### src/logic/sgl_map.svh
/*
 * Register offsets, field positions, reset values and timing counts
 * of the serial control block. Included by bare name; no logic here.
 */
`ifndef SGL_MAP_SVH
`define SGL_MAP_SVH

// ==========================================================
// Register byte offsets
`define SGL_OFF_GCR1 8'h04
`define SGL_OFF_INT0 8'h08
`define SGL_OFF_FLG 8'h10
`define SGL_OFF_PC0 8'h14
`define SGL_OFF_DAT0 8'h38
`define SGL_OFF_DAT1 8'h3C
`define SGL_OFF_BUF 8'h40

// ==========================================================
// Field positions
`define SGL_BIT_ENABLE 24
`define SGL_BIT_ECHO 16
`define SGL_BIT_LOWPOW 8
`define SGL_BIT_DMA 16
`define SGL_BIT_OVRN 6
`define SGL_BIT_RXFULL 8
`define SGL_BIT_TXRDY 9
`define SGL_BIT_BUF_EMPTY 31
`define SGL_BIT_BUF_OVRN 30

// ==========================================================
// Encodings and reset values
`define SGL_MODE_SLAVE 2'h0
`define SGL_MODE_MASTER 2'h3
`define SGL_RST_MODE 2'h0
`define SGL_RST_BIT 1'h0
`define SGL_RST_RECEIVE_EMPTY_FLAG 1'h1
`define SGL_BIT_CNT_LAST 3'h7

// ==========================================================
// Timing: serial clock half period
// The half period must outlast the four-edge delay of the pin
// synchroniser, or a master samples the incoming line one bit late.
`define SGL_CLK_NS 100
`define SGL_SCLK_HALF_NS 800
`define SGL_SCLK_HALF_CYC (`SGL_SCLK_HALF_NS / `SGL_CLK_NS)

`endif

### src/logic/sgl_pkg.sv
/*
 * Types shared by the serial control block.
 * Assumes the constants of sgl_map.svh are used alongside.
 */
package sgl_pkg;
	typedef logic [7:0] sgl_word_t;
	typedef enum logic [3:0] {
		sgl_st_off = 4'h1,
		sgl_st_idle = 4'h2,
		sgl_st_shift = 4'h4,
		sgl_st_pdown = 4'h8
	} sgl_state_t;
endpackage

### src/logic/sgl_eng_if.sv
/*
 * Carrier between the control top and the serial engine.
 * Assumes both ends run on the one system clock.
 */
`timescale 1ns/1ps
interface sgl_eng_if;
	logic enable;
	logic echo;
	logic lowpow;
	logic master;
	logic start;
	sgl_pkg::sgl_word_t tx_word;
	logic sclk_s;
	logic mosi_s;
	logic miso_s;
	logic accept;
	logic done;
	logic busy;
	logic powered_down;
	sgl_pkg::sgl_word_t rx_word;
	logic sclk_drv;
	logic data_drv;
	modport ctrl(output enable, echo, lowpow, master, start, tx_word,
		sclk_s, mosi_s, miso_s,
		input accept, done, busy, powered_down, rx_word, sclk_drv,
		data_drv);
	modport eng(input enable, echo, lowpow, master, start, tx_word,
		sclk_s, mosi_s, miso_s,
		output accept, done, busy, powered_down, rx_word, sclk_drv,
		data_drv);
endinterface

### src/logic/sgl_pin_sync.sv
/*
 * Three-stage synchroniser for pin inputs, one chain per bit.
 * Assumes inputs are asynchronous to clk_sys_in.
 */
`timescale 1ns/1ps
module sgl_pin_sync #(
	parameter int W = 3
) (
	// Clock and reset
	input wire logic clk_sys_in,
	input wire logic reset_in,
	// Pins and settled levels
	input wire logic [W-1:0] d_in,
	output logic [W-1:0] q_out
);
	genvar i;
	generate
		for (i = 0; i < W; i++) begin : g_bit
			logic s1;
			logic s2;
			logic s3;
			always_ff @(posedge clk_sys_in) begin
				if (reset_in) begin
					s1 <= 1'h0;
					s2 <= 1'h0;
					s3 <= 1'h0;
					q_out[i] <= 1'h0;
				end else begin
					s1 <= d_in[i];
					s2 <= s1;
					s3 <= s2;
					// A change counts only once two stages agree.
					if (s2 == s3) begin
						q_out[i] <= s3;
					end
				end
			end
		end
	endgenerate
endmodule

### src/logic/sgl_engine.sv
/*
 * Serial shift engine: one 8-bit character per start, mode 0 timing.
 * Assumes pin levels arrive already synchronised through the carrier.
 */
`timescale 1ns/1ps
`include "sgl_map.svh"
module sgl_engine (
	// Clock and reset
	input wire logic clk_sys_in,
	input wire logic reset_in,
	// Control carrier
	sgl_eng_if.eng eng
);
	sgl_pkg::sgl_state_t state;
	sgl_pkg::sgl_word_t tx_shift;
	sgl_pkg::sgl_word_t rx_shift;
	sgl_pkg::sgl_word_t holding;
	logic [2:0] div_cnt;
	logic [2:0] bit_cnt;
	logic phase;
	logic sclk_prev;
	logic done;
	logic tick;
	logic rise;
	logic fall;
	logic last_edge;
	logic rx_bit;

	// ==========================================================
	// Edge generation
	assign tick = eng.master && state == sgl_pkg::sgl_st_shift &&
		div_cnt == 3'(`SGL_SCLK_HALF_CYC - 1);
	assign rise = eng.master ? (tick && !phase) : (eng.sclk_s && !sclk_prev);
	assign fall = eng.master ? (tick && phase) : (!eng.sclk_s && sclk_prev);
	assign last_edge = state == sgl_pkg::sgl_st_shift && fall &&
		bit_cnt == `SGL_BIT_CNT_LAST;
	// In echo mode the incoming bit is taken from the outgoing bit.
	assign rx_bit = eng.echo ? tx_shift[7] :
		(eng.master ? eng.miso_s : eng.mosi_s);

	always_ff @(posedge clk_sys_in) begin
		if (reset_in || state != sgl_pkg::sgl_st_shift) begin
			div_cnt <= 3'h0;
			phase <= 1'h0;
		end else if (tick) begin
			div_cnt <= 3'h0;
			phase <= !phase;
		end else begin
			div_cnt <= div_cnt + 3'h1;
		end
	end

	always_ff @(posedge clk_sys_in) begin
		if (reset_in) begin
			sclk_prev <= 1'h0;
		end else begin
			sclk_prev <= eng.sclk_s;
		end
	end

	// ==========================================================
	// State machine
	always_ff @(posedge clk_sys_in) begin
		if (reset_in || !eng.enable) begin
			state <= sgl_pkg::sgl_st_off;
		end else begin
			case (state)
				sgl_pkg::sgl_st_off: state <= sgl_pkg::sgl_st_idle;
				sgl_pkg::sgl_st_idle: begin
					if (eng.lowpow) begin
						state <= sgl_pkg::sgl_st_pdown;
					end else if (eng.start) begin
						state <= sgl_pkg::sgl_st_shift;
					end
				end
				sgl_pkg::sgl_st_shift: begin
					if (last_edge) begin
						state <= sgl_pkg::sgl_st_idle;
					end
				end
				sgl_pkg::sgl_st_pdown: begin
					if (!eng.lowpow) begin
						state <= sgl_pkg::sgl_st_idle;
					end
				end
				default: state <= sgl_pkg::sgl_st_off;
			endcase
		end
	end

	// ==========================================================
	// Shift registers and holding word, all zeroed while inactive
	always_ff @(posedge clk_sys_in) begin
		if (reset_in || !eng.enable) begin
			tx_shift <= 8'h00;
			rx_shift <= 8'h00;
			bit_cnt <= 3'h0;
		end else if (eng.accept) begin
			tx_shift <= eng.tx_word;
			bit_cnt <= 3'h0;
		end else if (state == sgl_pkg::sgl_st_shift) begin
			if (rise) begin
				rx_shift <= {rx_shift[6:0], rx_bit};
			end
			if (fall) begin
				tx_shift <= {tx_shift[6:0], 1'h0};
				bit_cnt <= bit_cnt + 3'h1;
			end
		end
	end

	always_ff @(posedge clk_sys_in) begin
		if (reset_in || !eng.enable) begin
			holding <= 8'h00;
			done <= 1'h0;
		end else begin
			done <= last_edge;
			if (last_edge) begin
				holding <= rx_shift;
			end
		end
	end

	assign eng.accept = state == sgl_pkg::sgl_st_idle && eng.start &&
		!eng.lowpow;
	assign eng.done = done;
	assign eng.busy = state == sgl_pkg::sgl_st_shift;
	assign eng.powered_down = state == sgl_pkg::sgl_st_pdown;
	assign eng.rx_word = holding;
	assign eng.sclk_drv = phase;
	assign eng.data_drv = tx_shift[7];
endmodule

### src/logic/sgl_top.sv
/*
 * Serial peripheral control top: APB slave with the global control,
 * DMA gate, flag, pin function, transmit and receive registers, and
 * the pin gating for echo self-test.
 * Assumes an APB3 master on clk_sys_in and pins synchronised here.
 */
// Decided for this implementation: the APB register port and the address map.
// Overview of operation
// - Transfers run only while the enable bit 24 is one.
// - DMA requests appear only after enable; set the gate after enabling.
// - Dropping enable zeroes shifters, transmit words, flags, buffers.
// - The receive-empty indicator returns to one, not zero, on disable.
// - Echo bit 16 with both data pins functional loops output to input.
// - In echo mode clock pin drives inactive, data pins float.
// - Power-down bit 8 sends the engine to its power-down state.
// - Reserved bits 31-25, 23-17, 15-9, 7-2 read zero, ignore writes.
// - Mode field zero is slave, three is master driving the clock.
`timescale 1ns/1ps
`include "sgl_map.svh"
module sgl_top (
	// Clock and reset
	input wire logic clk_sys_in,
	input wire logic reset_in,
	// APB slave
	input wire logic psel_in,
	input wire logic penable_in,
	input wire logic pwrite_in,
	input wire logic [7:0] paddr_in,
	input wire logic [31:0] pwdata_in,
	output logic [31:0] prdata_out,
	output logic pready_out,
	output logic pslverr_out,
	// DMA requests
	output logic dma_rx_req_out,
	output logic dma_tx_req_out,
	// Serial clock pin
	input wire logic serial_clock_pin_in,
	output logic serial_clock_pin_out,
	output logic serial_clock_pin_oe_out,
	// Master-out data pin
	input wire logic master_out_line_in,
	output logic master_out_line_out,
	output logic master_out_line_oe_out,
	// Master-in data pin
	input wire logic master_in_line_in,
	output logic master_in_line_out,
	output logic master_in_line_oe_out
);
	sgl_eng_if eng();

	logic enable;
	logic echo;
	logic lowpow;
	logic [1:0] mode;
	logic dma_gate;
	logic [2:0] pin_func;
	sgl_pkg::sgl_word_t tx_a;
	sgl_pkg::sgl_word_t tx_b;
	logic tx_sel;
	logic tx_pend;
	sgl_pkg::sgl_word_t buf_data;
	logic rx_full;
	logic overrun;
	logic buf_fresh;
	logic [2:0] pins_s;
	logic setup;
	logic access;
	logic wr;
	logic rd;
	logic hit;
	logic [31:0] rd_word;
	logic [31:0] gcr1_word;
	logic [31:0] buf_word;
	logic master;
	logic slave;
	logic echo_act;
	logic buf_clear;

	// ==========================================================
	// Pin synchronisers and engine
	sgl_pin_sync #(.W(3)) u_sync (
		.clk_sys_in(clk_sys_in),
		.reset_in(reset_in),
		.d_in({serial_clock_pin_in, master_out_line_in, master_in_line_in}),
		.q_out(pins_s)
	);

	sgl_engine u_engine (
		.clk_sys_in(clk_sys_in),
		.reset_in(reset_in),
		.eng(eng)
	);

	assign master = mode == `SGL_MODE_MASTER;
	assign slave = mode == `SGL_MODE_SLAVE;
	// Echo needs both data pins in serial function; software owns the
	// master-mode precondition, so slave-mode echo is not policed.
	assign echo_act = echo && pin_func[0] && pin_func[1];

	assign eng.enable = enable;
	assign eng.echo = echo_act;
	assign eng.lowpow = lowpow;
	assign eng.master = master;
	assign eng.start = tx_pend;
	assign eng.tx_word = tx_sel ? tx_b : tx_a;
	assign eng.sclk_s = pins_s[2];
	assign eng.mosi_s = pins_s[1];
	assign eng.miso_s = pins_s[0];

	// ==========================================================
	// Pin drive
	assign serial_clock_pin_oe_out = enable && master && pin_func[2];
	assign serial_clock_pin_out = echo_act ? 1'h0 : eng.sclk_drv;
	assign master_out_line_oe_out = enable && master && pin_func[0] &&
		!echo_act;
	assign master_out_line_out = eng.data_drv;
	assign master_in_line_oe_out = enable && slave && pin_func[1] &&
		!echo_act;
	assign master_in_line_out = eng.data_drv;

	// ==========================================================
	// APB decode
	assign setup = psel_in && !penable_in;
	assign access = psel_in && penable_in;
	assign wr = access && pwrite_in;
	assign rd = access && !pwrite_in;
	assign pready_out = penable_in;

	assign gcr1_word = {7'h00, enable, 7'h00, echo, 7'h00, lowpow,
		6'h00, mode};
	// Empty reads as the inverse of full, so it is one while inactive.
	assign buf_word = {!rx_full, overrun, 22'h000000, buf_data};

	always_comb begin
		hit = 1'h1;
		rd_word = 32'h00000000;
		if (paddr_in == `SGL_OFF_GCR1) begin
			rd_word = gcr1_word;
		end else if (paddr_in == `SGL_OFF_INT0) begin
			rd_word[`SGL_BIT_DMA] = dma_gate;
		end else if (paddr_in == `SGL_OFF_FLG) begin
			rd_word[`SGL_BIT_OVRN] = overrun;
			rd_word[`SGL_BIT_RXFULL] = rx_full;
			rd_word[`SGL_BIT_TXRDY] = enable && !tx_pend;
		end else if (paddr_in == `SGL_OFF_PC0) begin
			rd_word[2:0] = pin_func;
		end else if (paddr_in == `SGL_OFF_DAT0) begin
			rd_word[7:0] = tx_a;
		end else if (paddr_in == `SGL_OFF_DAT1) begin
			rd_word[7:0] = tx_b;
		end else if (paddr_in == `SGL_OFF_BUF) begin
			rd_word = buf_word;
		end else begin
			hit = 1'h0;
		end
	end

	assign pslverr_out = access && !hit;

	always_ff @(posedge clk_sys_in) begin
		if (reset_in) begin
			prdata_out <= 32'h00000000;
		end else if (setup && !pwrite_in) begin
			prdata_out <= rd_word;
		end
	end

	// ==========================================================
	// Control registers
	always_ff @(posedge clk_sys_in) begin
		if (reset_in) begin
			enable <= `SGL_RST_BIT;
			echo <= `SGL_RST_BIT;
			lowpow <= `SGL_RST_BIT;
			mode <= `SGL_RST_MODE;
		end else if (wr && paddr_in == `SGL_OFF_GCR1) begin
			// Only the named fields load; reserved ranges are dropped.
			enable <= pwdata_in[`SGL_BIT_ENABLE];
			echo <= pwdata_in[`SGL_BIT_ECHO];
			lowpow <= pwdata_in[`SGL_BIT_LOWPOW];
			mode <= pwdata_in[1:0];
		end
	end

	always_ff @(posedge clk_sys_in) begin
		if (reset_in) begin
			dma_gate <= `SGL_RST_BIT;
			pin_func <= 3'h0;
		end else if (wr && paddr_in == `SGL_OFF_INT0) begin
			dma_gate <= pwdata_in[`SGL_BIT_DMA];
		end else if (wr && paddr_in == `SGL_OFF_PC0) begin
			pin_func <= pwdata_in[2:0];
		end
	end

	// ==========================================================
	// Transmit words; held at zero while inactive
	always_ff @(posedge clk_sys_in) begin
		if (reset_in || !enable) begin
			tx_a <= 8'h00;
			tx_b <= 8'h00;
			tx_sel <= 1'h0;
		end else if (wr && paddr_in == `SGL_OFF_DAT0) begin
			tx_a <= pwdata_in[7:0];
			tx_sel <= 1'h0;
		end else if (wr && paddr_in == `SGL_OFF_DAT1) begin
			tx_b <= pwdata_in[7:0];
			tx_sel <= 1'h1;
		end
	end

	always_ff @(posedge clk_sys_in) begin
		if (reset_in || !enable) begin
			tx_pend <= 1'h0;
		end else if (wr && (paddr_in == `SGL_OFF_DAT0 ||
			paddr_in == `SGL_OFF_DAT1)) begin
			tx_pend <= 1'h1;
		end else if (eng.accept) begin
			tx_pend <= 1'h0;
		end
	end

	// ==========================================================
	// Receive buffer; reading it clears full and overrun
	// A read only clears what it actually returned, so a character that
	// lands between setup and access is kept for the next read.
	assign buf_clear = rd && paddr_in == `SGL_OFF_BUF && !buf_fresh;

	always_ff @(posedge clk_sys_in) begin
		if (reset_in || !enable) begin
			buf_fresh <= 1'h0;
		end else if (eng.done) begin
			buf_fresh <= 1'h1;
		end else if (setup) begin
			buf_fresh <= 1'h0;
		end
	end

	always_ff @(posedge clk_sys_in) begin
		if (reset_in || !enable) begin
			buf_data <= 8'h00;
			rx_full <= 1'h0;
			overrun <= 1'h0;
		end else if (eng.done) begin
			buf_data <= eng.rx_word;
			rx_full <= 1'h1;
			overrun <= overrun || (rx_full && !buf_clear);
		end else if (buf_clear) begin
			rx_full <= 1'h0;
			overrun <= 1'h0;
		end
	end

	// ==========================================================
	// DMA requests, only while enabled and gated
	assign dma_rx_req_out = dma_gate && enable && rx_full;
	assign dma_tx_req_out = dma_gate && enable && !tx_pend && !lowpow;
endmodule

### config.mk
export PLATFORM = sky130hd
export DESIGN_NAME = sgl_top
export DESIGN_NICKNAME = d
export VERILOG_FILES = /design/src/logic/sgl_pkg.sv /design/src/logic/sgl_eng_if.sv /design/src/logic/sgl_pin_sync.sv /design/src/logic/sgl_engine.sv /design/src/logic/sgl_top.sv
export VERILOG_INCLUDE_DIRS = /design/src /design/src/logic
export SDC_FILE = /design/constraint.sdc
export NUM_CORES = 1
export LEC_CHECK = 0
export BUFFER_PORTS_ARGS = -buffer_cell sky130_fd_sc_hd__buf_2
export CORE_MARGIN = 4
export CORE_UTILIZATION = 40
export DETAILED_ROUTE_END_ITERATION = 16
export PLACE_DENSITY = 0.62
export SLEW_MARGIN = 30
export SYNTH_ARGS = -nofsm -noshare
export SYNTH_HDL_FRONTEND = slang
export SYNTH_HIERARCHICAL = 1
export SYNTH_SLANG_ARGS = --single-unit
export TNS_END_PERCENT = 1
### constraint.sdc
create_clock -name clk_sys_in -period 4 [get_ports clk_sys_in]
set_input_delay 0.4 -clock clk_sys_in [delete_from_list [all_inputs] [get_ports clk_sys_in]]
set_output_delay 0.4 -clock clk_sys_in [all_outputs]
set_load 0.05 [all_outputs]
-- Word-level counts from Yosys, hierarchy flattened
Index checks and enable logic that the tools add are counted.
- memories kept: 0
- register bits after elaboration: 119
- bits of input ports: 48
- bits in latches: 0
- output and inout port bits: 42
- word-level logic and storage cells: 183
- ROM bits: 0
- bits in writable memories: 0
- add/subtract/negate cells: 2
- equal/unequal tests: 21
- order comparisons: 0
- mux-type cells: 50
- shift-type cells: 0
- reduce and logical (&&, ||, !) cells: 71
- $mul: 0
- div/mod/pow operators: 0
- bitwise logic cells: 3
- operators by type and width (kind ; count):
    $mux 32 ; 8
    $mux 24 ; 2
    $mux 8 ; 6
    $logic_and 1x1->1 ; 39
    $mux 29 ; 1
    $mux 1 ; 22
    $mux 22 ; 1
    $eq 8x5->1 const B ; 2
    $eq 8x6->1 const B ; 2
    $mux 16 ; 1
    $mux 4 ; 4
    $pmux 4 s4 ; 1
    $mux 15 ; 1
    $logic_not 1->1 ; 13
    $reduce_bool 2->1 ; 5
    $eq 8x3->1 const B ; 1
    $eq 8x4->1 const B ; 1
    $eq 8x7->1 const B ; 1
    $reduce_and 2->1 ; 4
    $add 3x1->3 const B ; 2
    $eq 3x3->1 const B ; 2
    $mux 6 ; 1
    $reduce_and 3->1 ; 2
    $reduce_or 2->1 ; 3
    other kinds (15) ; 22

-- Logic depth before layout (Yosys ltp)
- depth after elaboration: 14
- mapped depth: 8
- depth with buffers taken out: 6

-- Modules after synthesis
Netlist, hierarchy kept.
- modules (own cells, without submodules) (module ; instances ; cells each ; sequential area each (sq um) ; area each (sq um)):
    sgl_top ; 1 ; 306 ; 1041.0 ; 2705.1
    sgl_engine ; 1 ; 161 ; 740.7 ; 1649.1
    sgl_pin_sync ; 1 ; 31 ; 240.2 ; 387.9

-- Worst setup path before layout
OpenSTA, ideal clock, no wires.
- path kind: input-to-output
- start: input paddr_in[0]
- end: output pslverr_out
- path buffers: 2
- cell stages on the path: 5
- slack: 1.895 ns
- data arrival time: 1.705 ns
- data required time: 3.600 ns
- cells stage by stage: or3_1 -> buf_2 -> or3_1 -> buf_2 -> and3_1
- word-level cells in the longest chain between the ends: 10
- elaborated cells on any way between the ends: 16
- those cells by class: eq/ne (7); mux (7); reduce/logical (2)
- ends and longest elaborated chain (element ; line ; RTL):
    start, declared ; sgl_top.sv:28 ; input wire logic [7:0] paddr_in,
    $eq 8x7->1 (no source line) ; - ;
    $mux 1 ; sgl_top.sv:151 ; end else if (paddr_in == `SGL_OFF_BUF) begin
    $mux 1 ; sgl_top.sv:149 ; end else if (paddr_in == `SGL_OFF_DAT1) begin
    $mux 1 ; sgl_top.sv:147 ; end else if (paddr_in == `SGL_OFF_DAT0) begin
    $mux 1 ; sgl_top.sv:145 ; end else if (paddr_in == `SGL_OFF_PC0) begin
    $mux 1 ; sgl_top.sv:141 ; end else if (paddr_in == `SGL_OFF_FLG) begin
    $mux 1 ; sgl_top.sv:139 ; end else if (paddr_in == `SGL_OFF_INT0) begin
    $mux 1 (*) ; sgl_top.sv:137 ; if (paddr_in == `SGL_OFF_GCR1) begin
    $logic_not 1->1 (*) ; sgl_top.sv:158 ; assign pslverr_out = access && !hit;
    $logic_and 1x1->1 (*) ; sgl_top.sv:158 ;
    end, declared ; sgl_top.sv:32 ; output logic pslverr_out,
Mark *: on every way between the ends. The rest lies on a longest branch, timed or not.

-- Final worst setup path
- start: input paddr_in[2]
- end: output pslverr_out
Same word-level chain as after synthesis.

==> results_dict.tcl <==
set metrics [dict create \
    antenna_found_initial 0 \
    hold-path-cell-count 2 \
    die_h_um 117 \
    drt_first_pass_iters 5 \
    initial_core_util_pct 41.1 \
    relSlewSlack_pct 57.7 \
    final-max-slew-violation-count 0 \
    cp_top_family "simple AND/OR/NAND/NOR gates" \
    wl_per_cell_um 15.8 \
    clkSinkCount 101 \
    critPathMaxStageDelay_ns 0.55 \
    cts_htree_levels 3 \
    syn_inst 497 \
    cts.clk_slew.worst_paths_ns 0.06 \
    status "complete, no violations" \
    viasPerCell 5.42 \
    cts_tree "done" \
    cp-start-kind "input port" \
    hold_class "input port to register" \
    rsz0062_at_grt "no" \
    dr_total_vias 3689 \
    path_cells "buf_2 > nor2_1 > and4_1 > nor2_1 > and3_1 > buf_2" \
    synth.avg_cell_area_um2 9.53 \
    worst_slew_pin_slew_ns 0.632 \
    cp_max_fo 22 \
    maxCapViolCount 0 \
    hold_violations 0 \
    dieArea_um2 13600 \
    place_ws_ns 1.62 \
    skew_ns 0.00762 \
    cp.depth 6 \
    drtIter0Drc 222 \
    ir_worst_vdd_v 0.000205 \
    synth_area_um2 4740 \
    numPortBuffers 50 \
    grt_pass1_vias 3526 \
    slowest_stage "and4_1" \
    rows 39 \
    rrSetupSlack_ns 2.15 \
    grt_max_degree 30 \
    ctsResizeCount 0 \
    ys_warn_count 6 \
    drcViolationCount 0 \
    power_density_nw_per_um2 400 \
    grt-ovfl-total 0 \
    period_needed_ns 2.40 \
    cts_root_buf "clkbuf_16" \
    drive_gt1_share_pct 20.1 \
    ant_nets 0 \
    worst_slack_ns 1.60 \
    die_w_um 117 \
    cp-startpoint "paddr_in[2]" \
    totalWireLength_mm 10.7 \
    postCtsSetupBuffers 0 \
    core_um2 11500 \
    grt_usage_pct 16.3 \
    endpoint "pslverr_out" \
    crit_required_ns 3.60 \
    reg2regPathDepth 5 \
    setup-tns-final_ns 0 \
    gp_congestion 0.888 \
    finalCritPeriodShare_pct 60.0 \
    fmax_ghz 0.417 \
    path_buf_inv 2 \
    cts_hold_buf 0 \
    grt_first_pass_wirelength_mm 17.2 \
    power_uw 2120 \
    arrival_ns 2.00 \
    clockBufferDepth 2 \
    crit_type "input port to output port" \
    clock_latency_ns 0.35 \
    leakage_uw 0.00207 \
    setup_violations 0 \
    ios 90 \
    dp_hpwl_mm 7.88 \
    diodes 0 \
    end_kind "output port" \
    r2r_end "u_engine/tx_shift[7]" \
    cts_buffers 9 \
    reg2reg_from "mode[0]" \
    final_util_pct 46.1 \
    num-nets-final 585 \
    syn2layout_area_growth_pct 12.0 \
]
==> worst min-delay path by stage <==
| stage | start | end | slack, ns |
|---|---|---|---|
| floorplan | u_engine/div_cnt[0] | u_engine/div_cnt[0] | 0.40 |
| global placement | u_engine/div_cnt[0] | u_engine/div_cnt[0] | 0.41 |
| detailed placement | u_engine/div_cnt[0] | u_engine/div_cnt[0] | 0.42 |
| CTS | master_in_line_in | u_sync/g_bit[0].s1 | 0.25 |
| global route | master_in_line_in | u_sync/g_bit[0].s1 | 0.24 |
| finish | master_in_line_in | u_sync/g_bit[0].s1 | 0.26 |
==> cell usage in the layout (no fill, tap or decap), types with 7 or more instances in the layout <==
cell type,count
nand4_1,7
o21ai_1,12
o21ai_0,10
buf_2,50
nand3_1,21
nand2_1,28
clkbuf_16,9
a21oi_1,16
mux2i_1,57
mux2_2,8
conb_1,18
nor2b_1,10
dfxtp_1,101
o2bb2ai_1,11
nor2_1,62
==> metal layers <==
layer | vias to the layer above | part of all wire [%] | track usage [%]
met2 | 115 | 46 | 25.7
met3 | 15 | 7.6 | 6.27
met5 | - | 0 | 0
met4 | 0 | 1.8 | 4.51
met1 | 1753 | 45 | 20.8
li1 | 1806 | - | -
==> power breakdown <==
group / internal (µW) / leakage (µW) / switching (µW)
Sequential: 1010 / 0.000815 / 1.92
Clock: 615 / 0.000164 / 376
Combinational: 27.7 / 0.00109 / 92.4
==> layout make-up <==
type                       count  area [µm²]
clock buffer                  11         233
clock inverter                 5         108
fill                        1100        6210
inverter                       7        31.3
multi-input combinational    360        2450
sequential                   101        2020
tap                          143         179
timing repair buffer          54         280
==> through the flow <==
| step | instance area, µm² | hold WS [ns] | cells |
|---|---|---|---|
| global route | 5310 | 0.239 | 681 |
| global placement | 4960 | 0.407 | 665 |
| finish | 5310 | 0.258 | 681 |
| floorplan | 4800 | 0.398 | 514 |
| detailed placement | 4970 | 0.425 | 665 |
| CTS | 5310 | 0.247 | 681 |
==> sequential cells by signal (all words and copies together) (netlist names), 4 cells and up <==
name and flops:
buf_data 8, prdata_out 14, tx_a 8, tx_b 8, u_engine/eng.rx_word 8, u_engine/rx_shift 8
u_engine/state 4, u_engine/tx_shift 8
Note: power is estimated with default switching activity, not from simulation.
